--- config.mk ---
export PLATFORM = sky130hd
export DESIGN_NAME = bus_register_address_decode
export DESIGN_NICKNAME = d
export VERILOG_FILES = /design/src/hdl/regsel_pkg.sv /design/src/hdl/lookup_if.sv /design/src/hdl/bus_register_address_decode.sv /design/src/hdl/select_lookup_rom.sv
export SDC_FILE = /design/constraint.sdc
export NUM_CORES = 1
export LEC_CHECK = 0
export ABC_AREA = 1
export BUFFER_PORTS_ARGS = -buffer_cell sky130_fd_sc_hd__buf_2
export CORE_MARGIN = 2
export CORE_UTILIZATION = 58
export CTS_CLUSTER_DIAMETER = 50
export DETAILED_ROUTE_END_ITERATION = 12
export PLACE_DENSITY_LB_ADDON = 0.25
export SYNTH_ARGS = -nofsm -noshare
export SYNTH_HDL_FRONTEND = slang
export SYNTH_SLANG_ARGS = --single-unit
export TNS_END_PERCENT = 10
--- constraint.sdc ---
create_clock -name clk -period 4.3 [get_ports clk]
set_clock_uncertainty 0.2 [all_clocks]
set_input_delay 0.43 -clock clk [delete_from_list [all_inputs] [get_ports clk]]
set_output_delay 0.43 -clock clk [all_outputs]
set_load 0.05 [all_outputs]
--- src/hdl/regsel_pkg.sv ---
package regsel_pkg;
    // Clock period in picoseconds
    localparam int CLK_PERIOD_PS = 4000;
    // Strobe delay after master sync, ns
    localparam int STROBE_DELAY_NS = 85;
    localparam int STROBE_CYCLES =
        (STROBE_DELAY_NS * 1000 + CLK_PERIOD_PS - 1) / CLK_PERIOD_PS;
    // Deskew before demand, ns
    localparam int DESKEW_NS = 220;
    localparam int DESKEW_CYCLES =
        (DESKEW_NS * 1000 + CLK_PERIOD_PS - 1) / CLK_PERIOD_PS;
    // Drive response timeout, ns
    localparam int RESP_TIMEOUT_NS = 1500;
    localparam int RESP_TIMEOUT_CYCLES =
        (RESP_TIMEOUT_NS * 1000) / CLK_PERIOD_PS;
    // Address field layout
    localparam int PAGE_MSB = 17;
    localparam int PAGE_LSB = 13;
    localparam int BASE_MSB = 12;
    localparam int BASE_LSB = 5;
    localparam int INDEX_MSB = 4;
    localparam int INDEX_LSB = 1;
    // Lookup select output bit positions
    localparam int SEL_LOCAL_BIT = 5;
    localparam int SEL_RSEL_MSB = 4;
    // Control line codes
    typedef enum logic [1:0] {
        CTL_WORD_READ = 2'h0,
        CTL_READ_PAUSE = 2'h1,
        CTL_WORD_WRITE = 2'h2,
        CTL_BYTE_WRITE = 2'h3
    } bus_ctl_type;
    // Slave cycle states
    typedef enum logic [2:0] {
        ST_IDLE,
        ST_LOCAL_WAIT,
        ST_LOCAL_DONE,
        ST_DESKEW,
        ST_DEMAND,
        ST_FINISH
    } cycle_state_type;
endpackage

--- src/hdl/lookup_if.sv ---
`timescale 1ns/1ps
interface lookup_if;
    logic [4:0] index;
    logic [7:0] data;
    modport requester (output index, input data);
    modport memory (input index, output data);
endinterface

--- src/hdl/bus_register_address_decode.sv ---
`timescale 1ns/1ps
// How it works
// - Access only when address bits 17..13 all asserted (I/O page).
// - Bits 12..5 compared with base jumpers; any mismatch blocks select.
// - Installed jumper means zero, removed jumper means one.
// - Bus address lines are active low and inverted before compare.
// - Bits 4..1 index a 32-cell lookup, fifth input low by default.
// - Each lookup cell gives an eight-bit select pattern per register.
// - Over 16 registers: bit 5 feeds lookup, leaves base compare.
// - Top four index bits compared to register count; below count valid.
// - At or past count: legal_register low, no slave sync.
// - Master sync qualifies match into device_select, starts strobing.
// - Local register: local flag set, drive handshake inhibited.
// - Drive register: local flag clear, demand sent to drive.
// - First control word decodes remote so drive portion is reachable.
// - Local register strobe issued 85 ns after master sync.
// - Remote: demand follows 220 ns deskew after device select.
// - No drive response within 1.5 us sets nonexistent drive flag.
// - C1 C0: read, read-pause, write, byte write; A0 picks byte.
module bus_register_address_decode
    import regsel_pkg::*;
#(
    parameter int STROBE_COUNT = STROBE_CYCLES,
    parameter int DESKEW_COUNT = DESKEW_CYCLES,
    parameter int TIMEOUT_COUNT = RESP_TIMEOUT_CYCLES
) (
    input wire logic clk,
    input wire logic srst,
    input wire logic [17:0] bus_addr_n,
    input wire logic [1:0] bus_ctl_n,
    input wire logic master_sync_n,
    input wire logic [7:0] base_jumper_removed,
    input wire logic wide_map_jumper,
    input wire logic [3:0] count_jumper_removed,
    input wire logic drive_transfer_n,
    input wire logic nonexistent_drive_clear,
    output logic device_select,
    output logic legal_register,
    output logic local_register_flag,
    output logic [7:0] lookup_select_outputs,
    output logic local_register_strobe,
    output logic demand_deskew,
    output logic drive_demand,
    output logic slave_sync,
    output logic nonexistent_drive_flag,
    output logic write_cycle,
    output logic read_pause,
    output logic low_byte_enable,
    output logic high_byte_enable
);
    lookup_if lk ();
    select_lookup_rom rom_inst (
        .clk(clk),
        .port(lk)
    );

    // Pin synchronisers
    logic [17:0] addr_s1_reg, addr_s2_reg;
    logic [1:0] ctl_s1_reg, ctl_s2_reg;
    logic msyn_s1_reg, msyn_s2_reg;
    logic trans_s1_reg, trans_s2_reg;
    logic [7:0] base_s1_reg, base_s2_reg;
    logic [3:0] count_s1_reg, count_s2_reg;
    logic wide_s1_reg, wide_s2_reg;
    always_ff @(posedge clk) begin
        addr_s1_reg <= bus_addr_n;
        addr_s2_reg <= addr_s1_reg;
        ctl_s1_reg <= bus_ctl_n;
        ctl_s2_reg <= ctl_s1_reg;
        msyn_s1_reg <= master_sync_n;
        msyn_s2_reg <= msyn_s1_reg;
        trans_s1_reg <= drive_transfer_n;
        trans_s2_reg <= trans_s1_reg;
        // Jumpers are pins too
        base_s1_reg <= base_jumper_removed;
        base_s2_reg <= base_s1_reg;
        count_s1_reg <= count_jumper_removed;
        count_s2_reg <= count_s1_reg;
        wide_s1_reg <= wide_map_jumper;
        wide_s2_reg <= wide_s1_reg;
    end

    logic [17:0] addr;
    logic [1:0] ctl;
    logic msyn, trans;
    assign addr = ~addr_s2_reg;
    assign ctl = ~ctl_s2_reg;
    assign msyn = ~msyn_s2_reg;
    assign trans = ~trans_s2_reg;

    logic page_hit;
    assign page_hit = &addr[PAGE_MSB:PAGE_LSB];

    // per-bit base compare, masks bit 5 only in wide map
    logic [7:0] bit_match;
    genvar g;
    generate
        for (g = 0; g < 8; g++) begin : g_cmp
            if (g == 0) begin : g_b5
                assign bit_match[g] = wide_s2_reg ||
                    (addr[BASE_LSB + g] == base_s2_reg[g]);
            end else begin : g_bn
                assign bit_match[g] =
                    addr[BASE_LSB + g] == base_s2_reg[g];
            end
        end
    endgenerate
    logic addr_match;
    assign addr_match = page_hit && (&bit_match);

    // lookup index, fifth input low unless wide map
    logic [4:0] index;
    assign index = {wide_s2_reg & addr[BASE_LSB],
                    addr[INDEX_MSB:INDEX_LSB]};
    assign lk.index = index;

    // register count limit on top four index bits
    logic in_range;
    assign in_range = index[4:1] < count_s2_reg;

    // Slave cycle machine
    cycle_state_type state_reg;
    logic [$clog2(TIMEOUT_COUNT + 1)-1:0] count_reg;
    logic is_local;
    assign is_local = lk.data[SEL_LOCAL_BIT];

    // select follows qualified match, drops with sync
    always_ff @(posedge clk) begin
        if (srst) begin
            device_select <= 1'b0;
        end else begin
            device_select <= msyn && addr_match;
        end
    end

    always_ff @(posedge clk) begin
        if (srst) begin
            state_reg <= ST_IDLE;
            count_reg <= '0;
        end else if (!msyn) begin
            state_reg <= ST_IDLE;
            count_reg <= '0;
        end else begin
            unique case (state_reg)
                ST_IDLE: begin
                    count_reg <= '0;
                    if (device_select && legal_register) begin
                        state_reg <= is_local ? ST_LOCAL_WAIT : ST_DESKEW;
                    end
                end
                ST_LOCAL_WAIT: begin
                    count_reg <= count_reg + 1'b1;
                    if (count_reg >= STROBE_COUNT - 2) begin
                        state_reg <= ST_LOCAL_DONE;
                    end
                end
                ST_LOCAL_DONE: begin
                    state_reg <= ST_LOCAL_DONE;
                end
                ST_DESKEW: begin
                    count_reg <= count_reg + 1'b1;
                    if (count_reg >= DESKEW_COUNT - 2) begin
                        state_reg <= ST_DEMAND;
                        count_reg <= '0;
                    end
                end
                ST_DEMAND: begin
                    count_reg <= count_reg + 1'b1;
                    if (trans || count_reg >= TIMEOUT_COUNT - 1) begin
                        state_reg <= ST_FINISH;
                    end
                end
                ST_FINISH: begin
                    state_reg <= ST_FINISH;
                end
                // Unused codes fall back to idle
                default: begin
                    state_reg <= ST_IDLE;
                end
            endcase
        end
    end

    // nonexistent drive flag, set wins over clear
    always_ff @(posedge clk) begin
        if (srst) begin
            nonexistent_drive_flag <= 1'b0;
        end else if (msyn && state_reg == ST_DEMAND && !trans &&
                     count_reg >= TIMEOUT_COUNT - 1) begin
            nonexistent_drive_flag <= 1'b1;
        end else if (nonexistent_drive_clear) begin
            nonexistent_drive_flag <= 1'b0;
        end
    end

    // Registered decode outputs
    always_ff @(posedge clk) begin
        if (srst) begin
            legal_register <= 1'b0;
            local_register_flag <= 1'b0;
            lookup_select_outputs <= 8'h00;
            write_cycle <= 1'b0;
            read_pause <= 1'b0;
            low_byte_enable <= 1'b0;
            high_byte_enable <= 1'b0;
        end else begin
            legal_register <= addr_match && in_range;
            local_register_flag <= is_local;
            lookup_select_outputs <= lk.data;
            write_cycle <= ctl[1];
            read_pause <= ctl == CTL_READ_PAUSE;
            low_byte_enable <= ctl != CTL_BYTE_WRITE || !addr[0];
            high_byte_enable <= ctl != CTL_BYTE_WRITE || addr[0];
        end
    end

    // strobe, deskew, demand and slave sync
    always_ff @(posedge clk) begin
        if (srst) begin
            local_register_strobe <= 1'b0;
            demand_deskew <= 1'b0;
            drive_demand <= 1'b0;
            slave_sync <= 1'b0;
        end else begin
            local_register_strobe <= msyn && state_reg == ST_LOCAL_WAIT &&
                count_reg >= STROBE_COUNT - 2;
            demand_deskew <= msyn && state_reg == ST_DESKEW;
            drive_demand <= msyn && state_reg == ST_DEMAND && !trans;
            // slave sync only for legal accesses, held until sync drops
            slave_sync <= msyn && legal_register &&
                (state_reg == ST_LOCAL_DONE ||
                 (state_reg == ST_DEMAND && trans) ||
                 (state_reg == ST_FINISH && slave_sync));
        end
    end
endmodule

--- src/hdl/select_lookup_rom.sv ---
`timescale 1ns/1ps
module select_lookup_rom
    import regsel_pkg::*;
(
    input wire logic clk,
    lookup_if.memory port
);
    // Registered ROM read; 32 cells of select patterns
    logic [7:0] data_reg;
    logic [7:0] cell_type_tbl [0:31];

    // Cell contents: bit 5 local flag, bits 4:0 drive register select
    always_comb begin
        for (int i = 0; i < 32; i++) begin
            cell_type_tbl[i] = 8'(i);
        end
        // Cell 0 is the shared control word: stays remote
        cell_type_tbl[4] = 8'h20;
        cell_type_tbl[5] = 8'h21;
        cell_type_tbl[7] = 8'h22;
        cell_type_tbl[8] = 8'h60;
    end

    always_ff @(posedge clk) begin
        data_reg <= cell_type_tbl[port.index];
    end

    assign port.data = data_reg;
endmodule
## Yosys cells after proc, flatten, opt, wreduce, memory -nomap -nowiden

Memories as Yosys holds them, arrays and structs flattened. A register that Yosys moved wholly into a read port is not among the register bits.
Cells that the tools add are included.
W data, S select, Z words.

- Memories kept: 1
- ROM bits: 256
- Output and inout bits: 20
- Input port bits: 38
- Logic and storage cells: 99
- Register bits: 102

Memory list:

| name | words | width | rd ports | clocked after memory_dff | wr ports | line | source |
|---|---|---|---|---|---|---|---|
| (no name shown) | 32 | 8 | 1 | 1 | 0 | select_lookup_rom.sv:25 | `data_reg <= cell_type_tbl[port.index];` |

- Equality and inequality tests: 19
- Bitwise operators: 6
- Magnitude comparators: 4
- $add $sub $neg: 1
- Reductions and logical operators: 29
- Muxes and demuxes: 10

Operators with widths:

| cell | number |
|---|---|
| $pmux W9 S3 | 1 |
| $not A18 Y18 | 1 |
| $pmux W3 S6 | 1 |
| $logic_and A1 B1 Y1 | 14 |
| $mux W3 | 4 |
| $ne A2 B2 Y1 const B | 5 |
| $add A9 B1 Y9 const B | 1 |
| $ge A9 B5 Y1 const B | 1 |
| $ge A9 B6 Y1 const B | 1 |
| $ge A9 B9 Y1 const B | 1 |
| $mux W9 | 1 |
| $eq A1 B1 Y1 | 8 |
| $reduce_and A8 Y1 | 1 |
| $eq A3 B2 Y1 const B | 2 |
| $eq A3 B3 Y1 const B | 2 |
| $logic_or A1 B1 Y1 | 6 |
| $not A5 Y6 | 1 |
| $reduce_and A5 Y1 | 1 |
| $lt A4 B4 Y1 | 1 |
| $reduce_and A4 Y1 | 1 |
| $reduce_or A2 Y1 | 2 |
| $eq A3 B1 Y1 const B | 1 |
| $logic_not A3 Y1 | 1 |
| $reduce_bool A3 Y1 | 1 |
| 8 further kinds | 10 |

## Logic depth before layout (Yosys ltp)

Gate-level depths: netlist of run 1.

- Depth in word-level cells: 6
- Mapped depth: 11
- Mapped depth without buffers: 10

## Hierarchy

A second synthesis of run 1 with hierarchy kept.

- Cell total of the unflattened synthesis: 324
- Area, all modules: 3,265.6 um^2

Modules (own cells, without submodules):

| module | sequential area each (um^2) | area each (um^2) | instances | cells an instance |
|---|---|---|---|---|
| bus_register_address_decode | 2,021.9 | 3,022.9 | 1 | 295 |
| select_lookup_rom | 140.1 | 242.7 | 1 | 29 |

## Least setup slack after synthesis of run 1

OpenSTA, ideal clock, no wires.

- Kind: flip-flop to output port
- Start point: register lookup_select_outputs[5]
- End point: output lookup_select_outputs[5]
- Data required time: 3,670 ps
- Data arrival time: 894 ps
- Slack: 2,776 ps
- Cell stages (with the launch flop): 2
- Buffers on the path: 1
- Cells stage by stage: dfxtp_1 -> buf_4

RTL lines:

| item | line | source |
|---|---|---|
| start: declaration | bus_register_address_decode.sv:40 | `output logic [7:0] lookup_select_outputs,` |
| start signal: assignment | bus_register_address_decode.sv:209 | `lookup_select_outputs <= lk.data;` |

No word-level cell between the ends.

## Final worst setup path of run 1

- Start point: register legal_register
- End point: output legal_register

RTL lines:

| item | line | source |
|---|---|---|
| start: declaration | bus_register_address_decode.sv:38 | `output logic legal_register,` |
| start signal: assignment | bus_register_address_decode.sv:207 | `legal_register <= addr_match && in_range;` |

No word-level cell between the ends.

==> metrics.md, run 1 <==
| Metric | Value |
|---|---|
| Mean Syn Cell Area | `10.09 sq um` |
| Die X | `78.49 um` |
| Max Fclk | `610.3 MHz` |
| Multi-input gate area | `887.1 sq um` |
| Post-DR vias/cell | `4.583` |
| Clock Path Buffers | `2` |
| Area growth syn-to-layout | `27.64%` |
| Ys flop type | `dfxtp_1` |
| DIE AREA | `0.006160 sq mm` |
| Hold Vio Cnt, Final | `0` |
| Asr flop ratio synth | `0` |
| Die Y-Extent | `78.49 um` |
| Switch share | `0.2200` |
| Switch Pwr | `0.3821 mW` |
| Num CTS Buffers | `9` |
| ANT nets after route | `0` |
| Clk Latency, worst-skew pair | `360 ps` |
| RD Place Congestion | `0.8237` |
| Tcrit/Tclk final | `0.3810` |
| Clock share of power | `0.340` |
| Hold Crit Class | `in2reg` |
| Crit path max-delay family | `flip-flops` |
| Antenna diodes | `0` |
| Post-DP HPWL | `3461 um` |
| NumNets Final | `461` |
| FP Rows | `27` |
| CP Cell Sequence | `buf_2` |
| FF/Latch Area | `0.002142 sq mm` |
| Largest net degree at the start of global routing | `18` |
| Logic pwr share | `0.056` |
| Worst path depth | `1` |
| Slew Viols, Final | `0` |
| Final Non-Filler Cells | `494` |
| Port Buf Inserts | `56` |
| Setup TNS | `0 ps` |
| Clk sinks | `107` |
| R2R depth | `10` |
| Initial antenna violation count | `0` |
| Setup slack after layout | `2662 ps` |
| Post-cts resize count | `0` |
| Number of remaining DRC errors | `0` |
| WL final | `5704 um` |
| Sequential area share after synthesis | `0.6656` |
| Fill count | `372` |
| PwrDens | `422.8 mW/mm^2` |
| Cell area after synthesis | `0.003218 sq mm` |
| Post-Place Cells | `443` |
| Worst Hold Depth | `2` |
| Crit path buffers/inverters | `1` |
| Crit start category | `flip-flop` |
| Core Region | `0.005439 sq mm` |
| Fraction of layout cells with a size suffix above 1 | `0.2227` |
| Crit-path max cell delay | `370 ps` |
| Reg clk slew, reported paths | `90 ps` |
| Worst hold slack | `50.72 ps` |
| Wirelength per Cell | `11.55 um` |
| Detailed-route via count | `2,264` |
| Pwr Total | `1.737 mW` |
| Post-Syn Nets | `363` |
| Status | `finished, final reports clean` |
| Critical-path top delay cell | `dfxtp_1` |
| Initial Util | `0.5917` |
| Worst vdd ir | `0.3541 mV` |
| Ports | `58` |
| Place WS | `2503 ps` |
| Crit. End Element | `output port` |
| CP max FO | `3` |
| Worst Max-Slew Pin Slew | `548.4 ps` |
| Pre-antenna DRT Iters | `4` |
| Hold Buf Count CTS | `35` |
| Final setup viols | `0` |
| GRT Util Overall | `0.2075` |
| Worst rel slew slack | `0.6331` |
| Setup bufs post-CTS | `0` |
| Synthesized flop and latch total | `107` |
| Max Cap Viol | `0` |
| Total gr overflow | `0` |
| Netlist cell types | `34` |
| Leak Pwr | `1.879 nW` |
| Yosys warnings | `0` |
| First-pass GRT wire length | `9542 um` |
| Vias in the first global route | `2,196` |
| CTS tree | `built` |
| Sequential share of power | `0.604` |
| Number of synthesized flops with an enable pin | `0` |
| Minimum clock period | `1638 ps` |
| CP arrival | `1010 ps` |
| Cells after Synth | `319` |
| Internal power | `1.355 mW` |
| Clock root buffer | `clkbuf_8` |
| Worst path required time | `3670 ps` |
| Worst setup path class | `reg2out` |
| Max H-tree Level | `3` |
| Starting DRC count in detailed routing | `147` |
| RSZ-0062 raised after global routing | `no` |
==> metrics by stage <==
stage,utilization,cell area (sq um)
6_report,0.7552,4108
5_1_grt,0.7552,4108
4_1_cts,0.7552,4108
3_5_place_dp,0.6554,3565
3_3_place_gp,0.6554,3565
2_1_floorplan,-,3218
==> logic make-up (layout without fill, tap and decap cells) <==
family / Yosys count / count (layout) / share of synthesized area
flip-flops: 107 / 107 / 0.6656
other: 1 / 1 / 0.001165
adder cells (fa/ha/maj): 6 / 6 / 0.02333
buffers and inverters: 48 / 151 / 0.05871
AND/OR/NAND/NOR: 122 / 122 / 0.1773
XOR/XNOR: 8 / 8 / 0.02177
AO/OA/AOI/OAI: 27 / 27 / 0.05210
==> cell type report <==
type                       count  area share
clock buffer                  11     0.03198
clock inverter                 5     0.01493
inverter                      44     0.04021
multi-input combinational    164      0.2160
sequential                   107      0.5215
tap                           72     0.02193
timing repair buffer          91      0.1535
==> routing by layer <==
metal | vias up | GRT usage | share of wire | wire [um]
met5 | - | 0 | 0 | 0
met4 | 0 | 0.1123 | 0.022 | 125
met3 | 10 | 0.05632 | 0.046 | 261
met2 | 61 | 0.3509 | 0.50 | 2839
met1 | 1013 | 0.2393 | 0.43 | 2477
li1 | 1180 | - | - | -
==> cell usage after synthesis, types with 2 or more instances <==
| cell | n | area, sq um |
|---|---|---|
| o21ai_0 | 5 | 25.02 |
| nor3_2 | 2 | 20.02 |
| o21a_1 | 2 | 15.01 |
| a21oi_1 | 8 | 40.04 |
| nand2_4 | 3 | 33.78 |
| nor3_1 | 3 | 15.01 |
| nor2_1 | 51 | 191.4 |
| ha_1 | 6 | 75.07 |
| nand3_1 | 7 | 35.03 |
| o211ai_1 | 3 | 22.52 |
| nor2_2 | 4 | 25.02 |
| dfxtp_1 | 107 | 2142 |
| nand4_1 | 4 | 25.02 |
| inv_1 | 39 | 146.4 |
| nand2_2 | 7 | 43.79 |
| inv_2 | 5 | 18.77 |
| a22o_1 | 2 | 17.52 |
| buf_4 | 2 | 15.01 |
| nand3_2 | 2 | 20.02 |
| nand2_1 | 36 | 135.1 |
| xor2_1 | 7 | 61.31 |
| o22ai_1 | 2 | 12.51 |
==> power by group through the flow <==
stage | clock network (mW) | logic [mW] | registers [mW]
4_1_cts | 0.597 | 0.0948 | 1.05
6_report | 0.591 | 0.0968 | 1.05
3_5_place_dp | 0 | 0.0704 | 1.07
3_3_place_gp | 0 | 0.0690 | 1.07
5_1_grt | 0.643 | 0.106 | 1.05
2_1_floorplan | 0 | 0.0277 | 1.09
==> cells in the final DEF (no fill, tap or decap), types with 2 or more instances in the layout <==
cell           synthesis  final
nor3_2                 2      2
nand2_1               36     36
o211ai_1               3      3
clkinvlp_4             0      2
nand4_1                4      4
nor2_1                51     51
o21a_1                 2      2
a22o_1                 2      2
inv_1                 39     39
ha_1                   6      6
o22ai_1                2      2
xor2_1                 7      7
inv_2                  5      5
nand2_4                3      3
nand3_1                7      7
o21ai_0                5      5
clkbuf_1               1      2
dfxtp_1              107    107
buf_2                  1     56
nand3_2                2      2
nor3_1                 3      3
nor2_2                 4      4
dlygate4sd3_1          0     35
a21oi_1                8      8
clkbuf_8               0      9
nand2_2                7      7
==> path summary, 6_finish.rpt <==
| check | startpoint | to | slack, ps |
|---|---|---|---|
| max | legal_register | legal_register | 2660 |
| min | nonexistent_drive_clear | nonexistent_drive_flag | 50 |
| max reg2reg | count_reg[4] | state_reg[2] | 2670 |
| min reg2reg | ctl_s1_reg[1] | ctl_s2_reg[1] | 130 |
No activity file was read; power rests on OpenSTA's default activity.
==> run 2: changes to the inputs <==
- CORE_UTILIZATION: 58 -> 48
- clock period: 4.3 -> 1.4 ns (I/O delays scaled with it)
==> run 2 against run 1 <==
Net effect: the flow now finishes with violations (DRC, setup timing); hold slack better by 81 ps; via count is 4.4% higher; sequential share of layout area is 4.0 points lower; routed wire length is 4.8% higher; count of clock-buffer cells in the layout stayed put; non-clock buffer count is 35 higher; clock power grew to 3.5 times the previous value; die area is 20% higher; power grew to 3.2 times the previous value; global-route usage is 2.8 points lower; critical endpoint is now count_reg[3]; largest cell class unchanged; highest routed layer unchanged.
==> metrics.md, run 2 (same netlist as run 1, synthesis figures left out) <==
| Metric | Value |
|---|---|
| Clk sinks | `107 (unchanged)` |
| Status | `finished with violations` |
| Slew Viols, Final | `0 (unchanged)` |
| Minimum clock period | `1505 ps` |
| Initial antenna violation count | `0 (unchanged)` |
| Worst hold slack | `132.2 ps (+81.45 ps)` |
| Post-DP HPWL | `3811 um (+10%)` |
| Final setup viols | `14 (+14)` |
| Leak Pwr | `2.089 nW (+11%)` |
| PwrDens | `1241 mW/mm^2 (+190%)` |
| Die Y-Extent | `85.88 um (+9.4%)` |
| Pre-antenna DRT Iters | `10 (+6)` |
| R2r setup slk | `-100 ps (-2770 ps)` |
| Fraction of layout cells with a size suffix above 1 | `0.3348 (+0.1120)` |
| Crit start category | `flip-flop` |
| Max H-tree Level | `3 (unchanged)` |
| Tcrit/Tclk final | `1.075` |
| Worst path required time | `1490 ps (-2180 ps)` |
| FP Rows | `29 (+7.4%)` |
| ANT nets after route | `0 (unchanged)` |
| FF/Latch Area | `0.002161 sq mm (+0.88%)` |
| RSZ-0062 raised after global routing | `yes` |
| Post-DR vias/cell | `4.427 (-3.4%)` |
| Clock Path Buffers | `2 (unchanged)` |
| CP arrival | `1590 ps (+580 ps)` |
| Core Region | `0.006422 sq mm (+18%)` |
| Fill count | `465 (+25%)` |
| R2R depth | `9 (-1)` |
| Setup slack after layout | `-104.6 ps (-2766 ps)` |
| Worst r2r dst | `count_reg[3]` |
| Failing checks | `DRC, setup timing` |
| Crit. End Element | `flip-flop` |
| Initial Util | `0.5011 (-0.09060)` |
| Ports | `58 (unchanged)` |
| Reg clk slew, reported paths | `90 ps (about the same)` |
| Setup crit start | `count_reg[0]` |
| Clk Latency, worst-skew pair | `360 ps (about the same)` |
| Worst setup path class | `reg2reg` |
| Die X | `85.88 um (+9.4%)` |
| Vias in the first global route | `2,346 (+6.8%)` |
| R2R Path Start | `count_reg[0]` |
| CTS tree | `built` |
| GRT Util Overall | `0.1793 (-0.02820)` |
| Detailed-route via count | `2,364 (+4.4%)` |
| Multi-input gate area | `942.2 sq um (+6.2%)` |
| Number of remaining DRC errors | `3 (+3)` |
| Crit path capture | `count_reg[3]` |
| Hold Vio Cnt, Final | `0 (unchanged)` |
| Num CTS Buffers | `9 (unchanged)` |
| Leading cell type in the layout, fill and taps excluded | `dfxtp_1` |
| NumNets Final | `496 (+7.6%)` |
| Max Cap Viol | `0 (unchanged)` |
| Antenna diodes | `0 (unchanged)` |
| Largest net degree at the start of global routing | `18 (unchanged)` |
| Wirelength per Cell | `11.19 um (-3.1%)` |
| RD Place Congestion | `0.9035 (+9.7%)` |
| Total gr overflow | `0 (unchanged)` |
| Worst vdd ir | `0.9220 mV (+160%)` |
| Hold Crit Class | `reg2reg` |
| First-pass GRT wire length | `10,090 um (+5.7%)` |
| Clock root buffer | `clkbuf_8` |
| Most frequent cells in the layout | `dfxtp_1, buf_2, nor2_1` |
| Starting DRC count in detailed routing | `113 (-23%)` |
| DIE AREA | `0.007375 sq mm (+20%)` |
| WL final | `5975 um (+4.8%)` |
| Port Buf Inserts | `56 (unchanged)` |
| CP max FO | `9 (+6)` |
| Max Fclk | `664.6 MHz` |
| Setup TNS | `-1048 ps (-1048 ps)` |
| Area growth syn-to-layout | `39.50%` |
-- run 2: worst min-delay path by stage --
stage,from,to,slack (ps),cells past startpoint
6_report,addr_s1_reg[4],addr_s2_reg[4],130,0
5_1_grt,addr_s1_reg[10],addr_s2_reg[10],140,0
4_1_cts,base_s1_reg[0],base_s2_reg[0],130,0
3_5_place_dp,wide_map_jumper,wide_s1_reg,40,1
3_3_place_gp,bus_addr_n[4],addr_s1_reg[4],40,1
2_1_floorplan,bus_addr_n[0],addr_s1_reg[0],-30,0
-- run 2: metal layers --
layer  GRT usage  up-vias  wire (um)
met3     0.04620       12        275
li1            -     1253          -
met2      0.3037       58       3015
met4     0.09235        0        134
met5           0        -          0
met1      0.2088     1041       2550
-- run 2: cell type report --
type / count / share of cell area
Clock buffer: 11 / 0.03149
Clock inverter: 5 / 0.01895
Inverter: 44 / 0.03679
Multi-Input combinational cell: 164 / 0.2099
Sequential cell: 107 / 0.4813
Tap cell: 77 / 0.02146
Timing Repair Buffer: 126 / 0.2001
-- run 2: worst max-delay path, stage by stage (launching register included) --
cell and delay, ps:
dfxtp_2 340, buf_4 130, ha_2 160, nand2_1 60, nor2_1 30, nor2_1 100
nand2_2 110, nand3_2 90, nand2_4 100, nor3_2 110
-- run 2: where the power goes --
part | internal [mW] | total, mW | switching, mW
Sequential | 3.17 | 3.21 | 0.0403
Combinational | 0.161 | 0.318 | 0.157
Clock | 1.07 | 2.04 | 0.973
Total | 4.40 | 5.57 | 1.17
-- run 2: stage by stage --
stage	setup WS [ps]	power (mW)	instance area, sq um	cells	utilization
2_1_floorplan	-30.83	3.420	3221	319	-
3_5_place_dp	-141.3	3.519	3791	477	0.5903
4_1_cts	-96.68	5.618	4442	533	0.6916
5_1_grt	-187.8	5.821	4489	534	0.6990
6_report	-104.6	5.573	4489	534	0.6990
3_3_place_gp	-97.46	3.509	3791	477	0.5903
-- run 2: repair_timing --
| item | 4_1_cts | 5_1_grt |
|---|---|---|
| hold endpoints to repair | 50 | 0 |
| cloned | 0 | 0 |
| setup buffers | 3 | 1 |
| pin swaps | 4 | 8 |
| gates resized for setup | 13 | 15 |
| setup endpoints to repair | 14 | 16 |
| hold buffers | 37 | 0 |
==> run 3: changes to the inputs <==
- CORE_UTILIZATION: 48 -> 58
- clock period: 1.4 -> 1.91 ns (I/O delays scaled with it)
==> run 3 against run 2 <==
Net effect: the run now ends clean; hold slack improved by 1.1 ps; utilization rose by 6.0 points; register-to-register slack better by 420 ps; power shrank 31%; non-clock buffer count shrank 32; critical endpoint is now count_reg[6].
==> metrics.md, run 3 (same netlist as run 1, synthesis figures left out) <==
| Metric | Value |
|---|---|
| Fraction of layout cells with a size suffix above 1 | `0.2264 (-0.1084)` |
| WL final | `5792 um (-3.1%)` |
| Detailed-route via count | `2,276 (-3.7%)` |
| First-pass GRT wire length | `9811 um (-2.7%)` |
| GRT Util Overall | `0.2076 (+0.02824)` |
| Die Y-Extent | `78.49 um (-8.6%)` |
| Max Cap Viol | `0 (unchanged)` |
| NumNets Final | `464 (-6.5%)` |
| Worst hold slack | `133.3 ps (+1.099 ps)` |
| Antenna diodes | `0 (unchanged)` |
| Clk Latency, worst-skew pair | `350 ps (about the same)` |
| Die X | `78.49 um (-8.6%)` |
| Starting DRC count in detailed routing | `113 (unchanged)` |
| Wirelength per Cell | `11.68 um (+4.4%)` |
| Initial Util | `0.5917 (+0.09060)` |
| Hold Vio Cnt, Final | `0 (unchanged)` |
| Port Buf Inserts | `56 (unchanged)` |
| Total gr overflow | `0 (unchanged)` |
| Area growth syn-to-layout | `28.23%` |
| Max Fclk | `626.0 MHz (-5.8%)` |
| FP Rows | `27 (-6.9%)` |
| Setup bufs post-CTS | `0 (-3)` |
| Minimum clock period | `1597 ps (+92.87 ps)` |
| Placed cell areas | `0.003572 sq mm (-5.8%)` |
| Switch share | `0.2284 (+0.01830)` |
| Tcrit/Tclk final | `0.8364 (-0.2383)` |
| Fin area | `0.004126 sq mm (-8.1%)` |
| RD Place Congestion | `0.9048 (+0.14%)` |
| Clk sinks | `107 (unchanged)` |
| Status | `finished, final reports clean` |
| Worst path required time | `1960 ps (+470 ps)` |
| PwrDens | `931.1 mW/mm^2 (-25%)` |
| Vias in the first global route | `2,317 (-1.2%)` |
| Slew Viols, Final | `0 (unchanged)` |
| Final setup viols | `0 (-14)` |
| Post-DP HPWL | `3478 um (-8.7%)` |
| DIE AREA | `0.006160 sq mm (-16%)` |
| Clock root buffer | `clkbuf_8` |
| ANT nets after route | `0 (unchanged)` |
| Hold Buf Count CTS | `37 (unchanged)` |
| Leading cell type in the layout, fill and taps excluded | `dfxtp_1` |
| Switch Pwr | `0.8775 mW (-25%)` |
| Pre-antenna DRT Iters | `4 (-6)` |
| CP max FO | `8 (-1)` |
| RSZ-0062 raised after global routing | `no` |
| Sequential share of power | `0.614 (+0.038)` |
| Post-cts resize count | `0 (-13)` |
| Most frequent cells in the layout | `dfxtp_1, buf_2, nor2_1` |
| Clock Path Buffers | `2 (unchanged)` |
| Crit. End Element | `flip-flop` |
| Reg clk slew, reported paths | `90 ps (about the same)` |
| Worst setup path class | `reg2reg` |
| CP arrival | `1650 ps (+60 ps)` |
| Layout Utilization | `0.7587 (+0.05968)` |
| Largest net degree at the start of global routing | `19 (+1)` |
| Initial antenna violation count | `0 (unchanged)` |
| Ports | `58 (unchanged)` |
| Clock share of power | `0.327 (-0.040)` |
| Final Non-Filler Cells | `496 (-7.1%)` |
| Post-Place Cells | `444 (-6.9%)` |
| Worst vdd ir | `0.8440 mV (-8.5%)` |
| Internal power | `2.965 mW (-33%)` |
| Hold Crit Class | `reg2reg` |
| Logic pwr share | `0.059 (+0.002)` |
| Number of remaining DRC errors | `0 (-3)` |
| Setup TNS | `0 ps (+1048 ps)` |
| Leak Pwr | `1.896 nW (-9.2%)` |
| Num CTS Buffers | `9 (unchanged)` |
| Max H-tree Level | `3 (unchanged)` |
| Post-DR vias/cell | `4.589 (+3.7%)` |
| Crit start category | `flip-flop` |
| CTS tree | `built` |
| Core Region | `0.005439 sq mm (-15%)` |
## run 3: cell type report
class / count / area [sq um]
Sequential cell: 107 / 2142
Fill cell: 373 / 1313
Multi-Input combinational cell: 164 / 887.1
Timing Repair Buffer: 94 / 658.1
Inverter: 44 / 165.2
Clock buffer: 10 / 137.6
Tap cell: 72 / 90.09
Clock inverter: 5 / 46.29
## run 3: per-stage QoR
| step | setup slack (ps) | total power [mW] |
|---|---|---|
| after floorplan | 448.6 | 2.507 |
| after global placement | 338.4 | 2.565 |
| after detailed placement | 330.2 | 2.574 |
| after CTS | 310.2 | 3.859 |
| after global routing | 118.8 | 3.994 |
| final | 312.5 | 3.842 |
## run 3: power groups by stage
stage                     sequential [mW]  combinational (mW)  clock [mW]
after floorplan                      2.44              0.0623           0
after global placement               2.41               0.157           0
after detailed placement             2.41               0.162           0
after CTS                            2.36               0.220        1.28
after global routing                 2.37               0.244        1.38
final                                2.36               0.225        1.26
## run 3: worst max-delay path, stage by stage, from the launching register on
cell	delay, ps
dfxtp_1	400
inv_2	110
nand2_2	80
nand2_4	140
nand2_4	60
nor2_4	120
nand2_2	80
nor2_2	90
xor2_1	150
nor2_1	50
## run 3: metal layers
layer | up-vias | global-route usage | share of wire
met5 | - | 0 | 0
li1 | 1188 | - | -
met3 | 6 | 0.04253 | 0.041
met1 | 1025 | 0.2319 | 0.43
met2 | 57 | 0.3767 | 0.52
met4 | 0 | 0.09825 | 0.0097
## run 3: path summary, 6_finish.rpt
path                        from             end  slack [ps]  depth (start not counted)
setup / recovery    state_reg[2]    count_reg[6]         310                          9
hold / removal    addr_s1_reg[8]  addr_s2_reg[8]         130                          0
setup reg to reg    state_reg[2]    count_reg[6]         310                          9
hold reg to reg   addr_s1_reg[8]  addr_s2_reg[8]         130                          0
